### src/rtl/shift_deny_consts.svh
// Purpose: constants for the shift request denied flag block
// Assumes: 100 MHz clock
// Notes:   offsets are byte addresses on the register bus
`ifndef SHIFT_DENY_CONSTS_SVH
`define SHIFT_DENY_CONSTS_SVH
`define CLK_FREQ_HZ       100000000
`define TICK_MS_NUM       1
`define TICK_CYCLES       (`CLK_FREQ_HZ / 1000 * `TICK_MS_NUM)
`define DENY_TIMEOUT_MS   500
`define REG_CTRL          8'h00
`define REG_GEAR          8'h04
`define REG_ALLOW         8'h08
`define REG_STATUS        8'h0C
`define CTRL_HAS_TC       0
`define CTRL_TAP_SUPPORT  1
`define CTRL_TAP_MODE     2
`define CTRL_RESET        32'h0000_0000
`define GEAR_RESET        32'h0000_0006
`define ALLOW_RESET       32'h0000_00FF
`define STAT_DENIED_BIT   0
`define STAT_MODE_BIT     1
`define STAT_GEAR_LSB     8
`define STAT_TARGET_LSB   16
`define STAT_COUNT_LSB    24
`define RESP_OKAY         2'b00
`define RESP_SLVERR       2'b10
`endif

### src/rtl/shift_deny_pkg.sv
// Purpose: types for the shift request denied flag block
// Assumes: nothing
// Notes:   constants live in shift_deny_consts.svh
package shift_deny_pkg;
   typedef enum logic [1:0] {WR_IDLE, WR_RESP} wrState_t;
   typedef enum logic [1:0] {RD_IDLE, RD_RESP} rdState_t;
   typedef logic [3:0] gear_t;
endpackage

### src/rtl/pin_sync.sv
// Purpose: three flop synchroniser with agreement filter for a pin
// Assumes: input is asynchronous to clock
// Notes:   output changes only when stages two and three agree
`timescale 1ns/100ps
`default_nettype none
module pin_sync (
   input  wire logic clock,
   input  wire logic srst,
   input  wire logic pinIn,
   output var  logic level
);
   typedef struct packed {
      logic s1;
      logic s2;
      logic s3;
      logic lvl;
   } syncState_t;
   syncState_t st;
   syncState_t next_st;

   always_comb begin
      next_st     = st;
      next_st.s1  = pinIn;
      next_st.s2  = st.s1;
      next_st.s3  = st.s2;
      if (st.s2 == st.s3) begin
         next_st.lvl = st.s3;
      end
      if (srst) begin
         next_st = '0;
      end
   end

   always_ff @(posedge clock) begin
      st <= next_st;
   end

   assign level = st.lvl;
endmodule // pin_sync
`default_nettype wire

### src/rtl/shift_deny_flag.sv
// Purpose: driver shift request denied indication with AXI4-Lite registers
// Assumes: gear limits and permission come from the transmission_controller logic
// Notes:   flag latches on refusal, clears on allowed request, mode exit or timeout
//
// The implementer's own choices: the address map and the AXI4-Lite slave port.
`timescale 1ns/100ps
`default_nettype none
`include "shift_deny_consts.svh"
module shift_deny_flag
   import shift_deny_pkg::*;
#(
   parameter int TICK_CYCLES = `TICK_CYCLES,
   parameter int TIMEOUT_MS  = `DENY_TIMEOUT_MS
) (
   input  wire logic        clock,
   input  wire logic        srst,
   input  wire logic [7:0]  s_axi_awaddr,
   input  wire logic        s_axi_awvalid,
   output var  logic        s_axi_awready,
   input  wire logic [31:0] s_axi_wdata,
   input  wire logic [3:0]  s_axi_wstrb,
   input  wire logic        s_axi_wvalid,
   output var  logic        s_axi_wready,
   output var  logic [1:0]  s_axi_bresp,
   output var  logic        s_axi_bvalid,
   input  wire logic        s_axi_bready,
   input  wire logic [7:0]  s_axi_araddr,
   input  wire logic        s_axi_arvalid,
   output var  logic        s_axi_arready,
   output var  logic [31:0] s_axi_rdata,
   output var  logic [1:0]  s_axi_rresp,
   output var  logic        s_axi_rvalid,
   input  wire logic        s_axi_rready,
   input  wire logic        tapUpMsg,
   input  wire logic        tapDownMsg,
   input  wire logic        tapUpPin,
   input  wire logic        tapDownPin,
   input  wire logic        tapModeActive,
   input  wire logic        limitOverspeed,
   input  wire logic        limitLugging,
   input  wire logic        limitCooling,
   input  wire logic        limitLube,
   input  wire logic        limitOther,
   input  wire gear_t       currentGear,
   output var  logic        deniedValid,
   output var  logic        deniedOn,
   output var  logic        targetGearChange,
   output var  gear_t       targetGear
);
   localparam int TW = $clog2(TICK_CYCLES + 1);
   localparam int MW = $clog2(TIMEOUT_MS + 2);

   typedef struct packed {
      wrState_t         wr;
      logic             awHeld;
      logic [7:0]       awAddr;
      logic             wHeld;
      logic [31:0]      wData;
      logic [3:0]       wStrb;
      logic [1:0]       bResp;
      rdState_t         rd;
      logic [31:0]      rData;
      logic [1:0]       rResp;
      logic [31:0]      ctrl;
      logic [31:0]      gearCfg;
      logic [31:0]      allowMask;
      logic             upPinLast;
      logic             downPinLast;
      logic             denied;
      logic             timing;
      logic [TW-1:0]    tickCnt;
      logic [MW-1:0]    msCnt;
      gear_t            target;
      logic             targetPulse;
      logic [7:0]       denyCount;
   } state_t;

   state_t st;
   state_t next_st;
   logic   upPinLvl;
   logic   downPinLvl;

   pin_sync upSync (
      .clock (clock),
      .srst  (srst),
      .pinIn (tapUpPin),
      .level (upPinLvl)
   );

   pin_sync downSync (
      .clock (clock),
      .srst  (srst),
      .pinIn (tapDownPin),
      .level (downPinLvl)
   );

   function automatic logic [31:0] mergeBytes(input logic [31:0] old,
                                              input logic [31:0] data,
                                              input logic [3:0]  strb);
      logic [31:0] res;
      res = old;
      for (int i = 0; i < 4; i++) begin
         if (strb[i]) begin
            res[i*8 +: 8] = data[i*8 +: 8];
         end
      end
      return res;
   endfunction

   logic  hasTc;
   logic  tapSupport;
   logic  tapMode;
   gear_t topGear;
   logic  upReq;
   logic  downReq;
   logic  anyReq;
   logic  limited;
   logic  atEdge;
   gear_t wanted;
   logic  wantedOk;
   logic [31:0] statusWord;

   always_comb begin
      hasTc      = st.ctrl[`CTRL_HAS_TC];
      tapSupport = st.ctrl[`CTRL_TAP_SUPPORT];
      // tap mode is active only if software and the mode input agree
      tapMode    = st.ctrl[`CTRL_TAP_MODE] & tapModeActive;
      topGear    = st.gearCfg[3:0];
      // message and switch edges are driver requests only
      upReq      = tapUpMsg | (upPinLvl & ~st.upPinLast);
      downReq    = tapDownMsg | (downPinLvl & ~st.downPinLast);
      // simultaneous up and down cancels out and is not a request
      anyReq     = (upReq ^ downReq) & tapMode & tapSupport;
      limited    = limitOverspeed
                 | limitLugging
                 | limitCooling
                 | limitLube
                 | limitOther;
      atEdge     = (downReq && currentGear <= 4'h1) || (upReq && currentGear >= topGear);
      wanted     = upReq ? gear_t'(currentGear + 4'h1) : gear_t'(currentGear - 4'h1);
      wantedOk   = ~limited & st.allowMask[wanted];
   end

   // status word built field by field, unused bits read as zero
   always_comb begin
      statusWord                        = '0;
      statusWord[`STAT_DENIED_BIT]      = st.denied;
      statusWord[`STAT_MODE_BIT]        = tapMode;
      statusWord[`STAT_GEAR_LSB +: 4]   = currentGear;
      statusWord[`STAT_TARGET_LSB +: 4] = st.target;
      statusWord[`STAT_COUNT_LSB +: 8]  = st.denyCount;
   end

   always_comb begin
      next_st             = st;
      next_st.targetPulse = 1'b0;
      next_st.upPinLast   = upPinLvl;
      next_st.downPinLast = downPinLvl;

      // ---- millisecond tick and timeout
      if (st.timing) begin
         if (st.tickCnt >= TW'(TICK_CYCLES - 1)) begin
            next_st.tickCnt = '0;
            next_st.msCnt   = st.msCnt + MW'(1);
         end else begin
            next_st.tickCnt = st.tickCnt + TW'(1);
         end
      end
      // strictly more than the timeout must elapse
      if (st.denied && st.msCnt > MW'(TIMEOUT_MS)) begin
         next_st.denied = 1'b0;
         next_st.timing = 1'b0;
      end

      // ---- request evaluation
      if (anyReq) begin
         if (atEdge) begin
            next_st.denied = 1'b0;
            next_st.timing = 1'b0;
         end else if (wantedOk) begin
            next_st.denied      = 1'b0;
            next_st.timing      = 1'b0;
            next_st.target      = wanted;
            next_st.targetPulse = 1'b1;
         end else begin
            next_st.denied    = 1'b1;
            next_st.timing    = 1'b1;
            next_st.tickCnt   = '0;
            next_st.msCnt     = '0;
            next_st.denyCount = st.denyCount + 8'h01;
         end
      end
      if (!tapMode || !tapSupport) begin
         next_st.denied = 1'b0;
         next_st.timing = 1'b0;
      end

      // ---- AXI write channel, address and data in either order
      if (s_axi_awvalid && !st.awHeld && st.wr == WR_IDLE) begin
         next_st.awHeld = 1'b1;
         next_st.awAddr = s_axi_awaddr;
      end
      if (s_axi_wvalid && !st.wHeld && st.wr == WR_IDLE) begin
         next_st.wHeld = 1'b1;
         next_st.wData = s_axi_wdata;
         next_st.wStrb = s_axi_wstrb;
      end
      case (st.wr)
         WR_IDLE: begin
            if (st.awHeld && st.wHeld) begin
               next_st.bResp = `RESP_OKAY;
               case (st.awAddr)
                  `REG_CTRL:  next_st.ctrl = mergeBytes(st.ctrl, st.wData, st.wStrb);
                  `REG_GEAR:  next_st.gearCfg = mergeBytes(st.gearCfg, st.wData, st.wStrb);
                  `REG_ALLOW: next_st.allowMask = mergeBytes(st.allowMask, st.wData, st.wStrb);
                  `REG_STATUS: next_st.bResp = `RESP_OKAY;
                  default:    next_st.bResp = `RESP_SLVERR;
               endcase
               next_st.awHeld = 1'b0;
               next_st.wHeld  = 1'b0;
               next_st.wr     = WR_RESP;
            end
         end
         WR_RESP: begin
            if (s_axi_bready) begin
               next_st.wr = WR_IDLE;
            end
         end
         default: next_st.wr = WR_IDLE;
      endcase

      // ---- AXI read channel
      case (st.rd)
         RD_IDLE: begin
            if (s_axi_arvalid) begin
               next_st.rResp = `RESP_OKAY;
               case (s_axi_araddr)
                  `REG_CTRL:   next_st.rData = {29'h0, st.ctrl[2:0]};
                  `REG_GEAR:   next_st.rData = {28'h0, st.gearCfg[3:0]};
                  `REG_ALLOW:  next_st.rData = {16'h0, st.allowMask[15:0]};
                  `REG_STATUS: next_st.rData = statusWord;
                  default: begin
                     next_st.rData = '0;
                     next_st.rResp = `RESP_SLVERR;
                  end
               endcase
               next_st.rd = RD_RESP;
            end
         end
         RD_RESP: begin
            if (s_axi_rready) begin
               next_st.rd = RD_IDLE;
            end
         end
         default: next_st.rd = RD_IDLE;
      endcase

      if (srst) begin
         next_st           = '0;
         next_st.ctrl      = `CTRL_RESET;
         next_st.gearCfg   = `GEAR_RESET;
         next_st.allowMask = `ALLOW_RESET;
         next_st.target    = 4'h1;
         next_st.wr        = WR_IDLE;
         next_st.rd        = RD_IDLE;
      end
   end

   always_ff @(posedge clock) begin
      st <= next_st;
   end

   assign s_axi_awready    = (st.wr == WR_IDLE) & ~st.awHeld;
   assign s_axi_wready     = (st.wr == WR_IDLE) & ~st.wHeld;
   assign s_axi_bvalid     = (st.wr == WR_RESP);
   assign s_axi_bresp      = st.bResp;
   assign s_axi_arready    = (st.rd == RD_IDLE);
   assign s_axi_rvalid     = (st.rd == RD_RESP);
   assign s_axi_rdata      = st.rData;
   assign s_axi_rresp      = st.rResp;
   assign deniedValid      = st.ctrl[`CTRL_HAS_TC];
   assign deniedOn         = st.denied & st.ctrl[`CTRL_HAS_TC];
   assign targetGearChange = st.targetPulse;
   assign targetGear       = st.target;
endmodule // shift_deny_flag
`default_nettype wire

### config.mk
export PLATFORM = sky130hd
export DESIGN_NAME = shift_deny_flag
export DESIGN_NICKNAME = d
export VERILOG_FILES = /design/src/rtl/shift_deny_pkg.sv /design/src/rtl/pin_sync.sv /design/src/rtl/shift_deny_flag.sv
export VERILOG_INCLUDE_DIRS = /design/src /design/src/rtl
export SDC_FILE = /design/constraint.sdc
export NUM_CORES = 1
export LEC_CHECK = 0
export BUFFER_PORTS_ARGS = -buffer_cell sky130_fd_sc_hd__buf_2
export CAP_MARGIN = 5
export CORE_MARGIN = 2
export CORE_UTILIZATION = 55
export DETAILED_ROUTE_END_ITERATION = 8
export PLACE_DENSITY = 0.8
export SYNTH_ARGS = -nofsm -noshare
export SYNTH_HDL_FRONTEND = slang
export SYNTH_SLANG_ARGS = --single-unit
### constraint.sdc
create_clock -name clock -period 3.35 [get_ports clock]
set_input_delay 0.5025 -clock clock [delete_from_list [all_inputs] [get_ports clock]]
set_output_delay 0.5025 -clock clock [all_outputs]
set_load 0.005 [all_outputs]
# Word level (Yosys, flattened, before mapping)
# Index checks and enable logic that the tools add are counted.
# word_totals
output_inout_bits,48
register_bits,160
in_bits,73
elab_cells,140
# op_classes
n_mux,28
n_reduce_logical,33
eq_ne,14
n_lt_le_gt_ge,5
bitwise,24
addsub,5
# op_table
op,n
$pmux W32 S4,1
$mux W26,2
$mux W41,1
$mux W39,1
$mux W37,1
$mux W36,1
$eq A8 B4 Y1 const B,4
$mux W9,2
$add A17 B1 Y17 const B,1
$ge A17 B17 Y1 const B,1
$mux W17,1
$eq A8 B3 Y1 const B,2
$logic_not A8 Y1,2
$reduce_and A4 Y1,4
$mux W2,7
$add A9 B1 Y9 const B,1
$and A1 B1 Y1,9
$gt A9 B9 Y1 const B,1
$add A8 B1 Y8 const B,1
$logic_and A1 B1 Y1,8
$mux W8,1
$not A1 Y1,8
$pmux W2 S2,2
$reduce_and A2 Y1,4
24 further kinds,43

# Longest topological paths before layout
# logic_depth
ltp_word,10
ltp_mapped,13

# Cells and area by module
# From an unflattened synthesis, not the netlist that was laid out.
# unflattened
cells_unflattened,748
hier_area_um2,6485.0
# by_module_without_submodules
mod,cells_per_inst,area_per_inst_um2,instances
shift_deny_flag,728,6259.8,1
pin_sync,10,112.6,2

# Least setup slack after synthesis
# OpenSTA, ideal clock, no wires.
# synth_timing
kind,input port to flip-flop
start,input currentGear[0]
end,register st (netlist bit targetGear[1])
setup_ns,0.122
path_stages,12
slack_ns,0.415
required_time_ns,3.228
t_arrival_ns,2.813
cell_sequence,buf_2 > inv_1 > ha_1 > buf_2 > buf_2 > nand2b_1 > a2bb2oi_1 > nor2_1 > mux4_2 > o32ai_4 > nand2b_2 > o311a_1
# synth_between
elab_chain_len,6
word_cells_on_any_way,13
classes_between,add/sub: 2; order compare: 2; mux: 3; bitwise: 2; reduce/logical: 4
# synth_lines
element,line_no,source
"start, declared",shift_deny_flag.sv:44,"input wire gear_t currentGear,"
$sub A4 B1 Y4 / $add A4 B1 Y4 (equally long branches),shift_deny_flag.sv:140,wanted = upReq ? gear_t'(currentGear + 4'h1) : gear_t'(currentGear - 4'h1);
$mux W4,shift_deny_flag.sv:140,
$bmux W1 S4,shift_deny_flag.sv:141,wantedOk = ~limited & st.allowMask[wanted];
$mux W1 (implied by the code),shift_deny_flag.sv:141,
$and A1 B1 Y1,shift_deny_flag.sv:141,
$reduce_and A3 Y1 (no source line),-,
"end signal, assigned",shift_deny_flag.sv:270,st <= next_st;
"end, declared",shift_deny_flag.sv:78,state_t st;
# Several ways; a longest one is shown, not always the timed one. The select of a mux whose other input is x is not followed.
# A chain may end at the register's enable or synchronous reset.

# Worst setup path after layout
# layout_timing
start,register st[22] (netlist name)
end,register st[19] (netlist name)
# layout_between
elab_chain_len,6
# layout_lines
element,line_no,source
$ge A17 B17 Y1 (*),shift_deny_flag.sv:162,if (st.tickCnt >= TW'(TICK_CYCLES - 1)) begin
$mux W9 (*),shift_deny_flag.sv:162,
$mux W26 (*),shift_deny_flag.sv:161,if (st.timing) begin
$mux W26,shift_deny_flag.sv:180,end else if (wantedOk) begin
$mux W39,shift_deny_flag.sv:177,if (atEdge) begin
$mux W41 (*),shift_deny_flag.sv:176,if (anyReq) begin
# Mark *: on every way between the ends. The rest lies on a longest branch, timed or not.

==> results.py <==
metrics = {
    "run_status": {
        "status": "complete, no violations",
    },
    "timing": {
        "setup_violations": 0,
        "drv_slew": 0,
        "max_freq_mhz": 371,
        "grt_setup_unrepaired": "false",
        "skew_ps": 11.6,
        "worstMarginPinSlew_ps": 728,
        "hold_violations": 0,
        "slew_headroom_pct": 51.3,
        "tns_ps": 0,
        "finalCriticalPeriod_ps": 2690,
        "fin_crit_sh_pct": 80.4,
    },
    "yosys": {
        "yosys.area_share.simple_pct": 22.0,
        "yosys-top-cells-count": "dfxtp_1, nand2_1, nor2_1",
        "synthDominantCellAreaShare_pct": 43.3,
        "ys_warn_count": 0,
        "synth.most_common_cell": "dfxtp_1",
        "synth_area_sq_um": 6150,
        "syn_area_per_cell_sq_um": 8.67,
        "yosys.area.top_type": "dfxtp_1",
        "synthFlopType": "dfxtp_1",
        "synth_seq_area_share_pct": 43.3,
        "synth-compound-area-share_pct": 13.8,
        "synth_cell_types": 62,
        "synth_top_family_by_area": "simple AND/OR/NAND/NOR gates",
        "syn_inst": 709,
        "synth_adder_area_share_pct": 2.24,
        "synthArstFlopShare_pct": 0,
        "synth_xor_area_share_pct": 3.28,
        "synth-edff-count": 0,
        "synth.area.mux_share_pct": 6.94,
        "ys_seq_elements": 133,
        "synthTopCellsByArea": "dfxtp_1, nand2_1, nor2_1",
    },
    "floorplan": {
        "die-area_sq_um": 12000,
        "die_x_microns": 110,
        "row_count": 38,
        "fp.dieH_microns": 110,
        "fp.coreArea_sq_um": 10900,
        "start_util_pct": 56.5,
        "ios": 121,
    },
    "detailed_routing": {
        "routed_wl_mm": 13.4,
        "vias": 5149,
        "viasPerCell": 5.61,
        "ant_nets": 0,
        "drtPass1Iterations": 6,
        "drtIter0Drc": 324,
        "wl_per_cell_microns": 14.6,
        "route.detailed.drc": 0,
    },
    "critical_path": {
        "arrival_ps": 3150,
        "endpoint_kind": "register",
        "path_class": "reg2reg",
        "required_ps": 3810,
        "worstSetupStartpointType": "register",
        "critPathMaxFanout": 8,
    },
    "final_layout": {
        "nFillCells": 832,
        "drive_above_1_share_pct": 21.3,
        "final_cell_area_sq_um": 7060,
        "antenna_cells": 0,
        "final_nets": 849,
        "area_delta_synth_final_pct": 14.8,
    },
    "clock_tree": {
        "hold_buffers": 0,
        "clockBufferDepth": 2,
        "clock-sinks": 133,
        "cts_max_level": 4,
        "cts_setup_buffers": 0,
        "cts_buffers": 17,
        "clk_pin_slew_worst_paths_ps": 60,
        "worstSkewPairLatency_ps": 530,
        "clockRootBuffer": "clkbuf_8",
        "cts_resized": 0,
        "tritoncts": "built",
    },
    "hold_path": {
        "hold_path_class": "in2reg",
    },
    "grt": {
        "grt-ovfl-total": 0,
        "grt_pass1_wl_mm": 22.2,
        "grt_start_max_net_pins": 61,
        "antenna_found_initial": 0,
        "grt.total_usage_pct": 23.4,
        "grt_pass1_vias": 4696,
    },
    "placed_design": {
        "place_area_sq_um": 6480,
        "io_buffers": 96,
        "dp.final_hpwl_mm": 9.38,
        "place.gp.congestion": 0.876,
    },
    "pwr": {
        "ir_drop_mv": 0.307,
        "powerDensity_nw_per_um2": 520,
        "p_leak_nw": 3.01,
    },
    "run": {
        "cap_violations": 0,
    },
}
cell families (layout without fill, tap and decap cells):
kind of cell | Yosys count | in the layout
XOR/XNOR | 23 | 23
buffers and inverters | 94 | 158
AO/OA/AOI/OAI | 122 | 122
multiplexers | 38 | 38
other | 1 | 6
flip-flops | 133 | 133
adder cells (fa/ha/maj) | 11 | 11
AND/OR/NAND/NOR | 287 | 287
area by class of cell:
class	instances	area [sq um]	area share [%]
multi-input cells	487	3000	42.4
flip-flops and latches	133	2660	37.7
clock inverters	15	168	2.37
clock buffers	17	414	5.86
inverters	19	71.3	1.01
well taps	140	175	2.48
repair buffers	107	576	8.15
through the flow:
step | power, W | instances | hold slack (ps) | setup WS [ps] | utilization (%)
after global routing | 0.00380 | 918 | 150 | 446 | 64.9
final | 0.00367 | 918 | 161 | 658 | 64.9
after detailed placement | 0.00188 | 886 | 426 | 202 | 59.5
after CTS | 0.00370 | 918 | 147 | 680 | 64.9
after floorplan | 0.00181 | 714 | 414 | 415 | -
after global placement | 0.00187 | 886 | 423 | 316 | 59.5
worst max-delay path, cell delays in order, from the launching register on:
cell and delay, ps:
dfxtp_1 410, ha_1 240, a21oi_1 50, o21ai_0 230, a21oi_1 100, o21ai_1 450
nand3_1 400, or4_1 590, a21oi_1 140
power by group:
part           switching (W)  total, W  leakage [nW]  internal (W)
sequential         0.0000195   0.00163          1.08       0.00161
combinational       0.000132  0.000218          1.66     0.0000862
clock               0.000748   0.00183         0.275       0.00108
total               0.000899   0.00367          3.01       0.00278
routing by layer:
metal  part of all wire, %  GRT usage, %
met3                   6.5          4.74
met5                     0             0
met4                   2.4          9.67
met1                    45          30.7
met2                    46          37.8
registers in the layout, summed over array words and instances (netlist names), 3 cells and up:
register / cells
st: 89
s_axi_rdata: 28
targetGear: 4
downSync.st: 3
upSync.st: 3
final timing paths:
| path | startpoint | end | slack [ps] | cells past startpoint |
|---|---|---|---|---|
| max | st[22] | st[19] | 660 | 8 |
| min | s_axi_rready | st[173] | 160 | 2 |
| max reg2reg | st[22] | st[19] | 660 | 8 |
| min reg2reg | upSync.st[3] | upSync.st[2] | 440 | 1 |
layout by cell type, fill, tap and decap left out, types with 4 or more instances in the layout:
cell type	synthesis	final
inv_1	18	18
and3_1	10	10
ha_1	11	11
conb_1	1	6
nand2b_1	11	11
buf_2	5	96
nand4_1	8	8
xnor2_1	6	6
a211oi_1	7	7
or4_1	4	4
nand2_1	93	93
inv_6	0	7
or2_2	4	4
mux2i_1	28	28
buf_4	40	10
nor3_1	9	9
nand3_1	15	15
nor4_1	5	4
a21oi_1	42	42
dfxtp_1	133	133
clkbuf_16	0	16
and2_1	6	6
nor2b_1	14	14
a2bb2oi_1	4	4
clkinvlp_4	0	4
xor2_1	17	17
a22oi_1	27	27
o21ai_0	12	12
nor2_1	92	92
mux2_2	7	7
(Power assumes the default switching activity.)
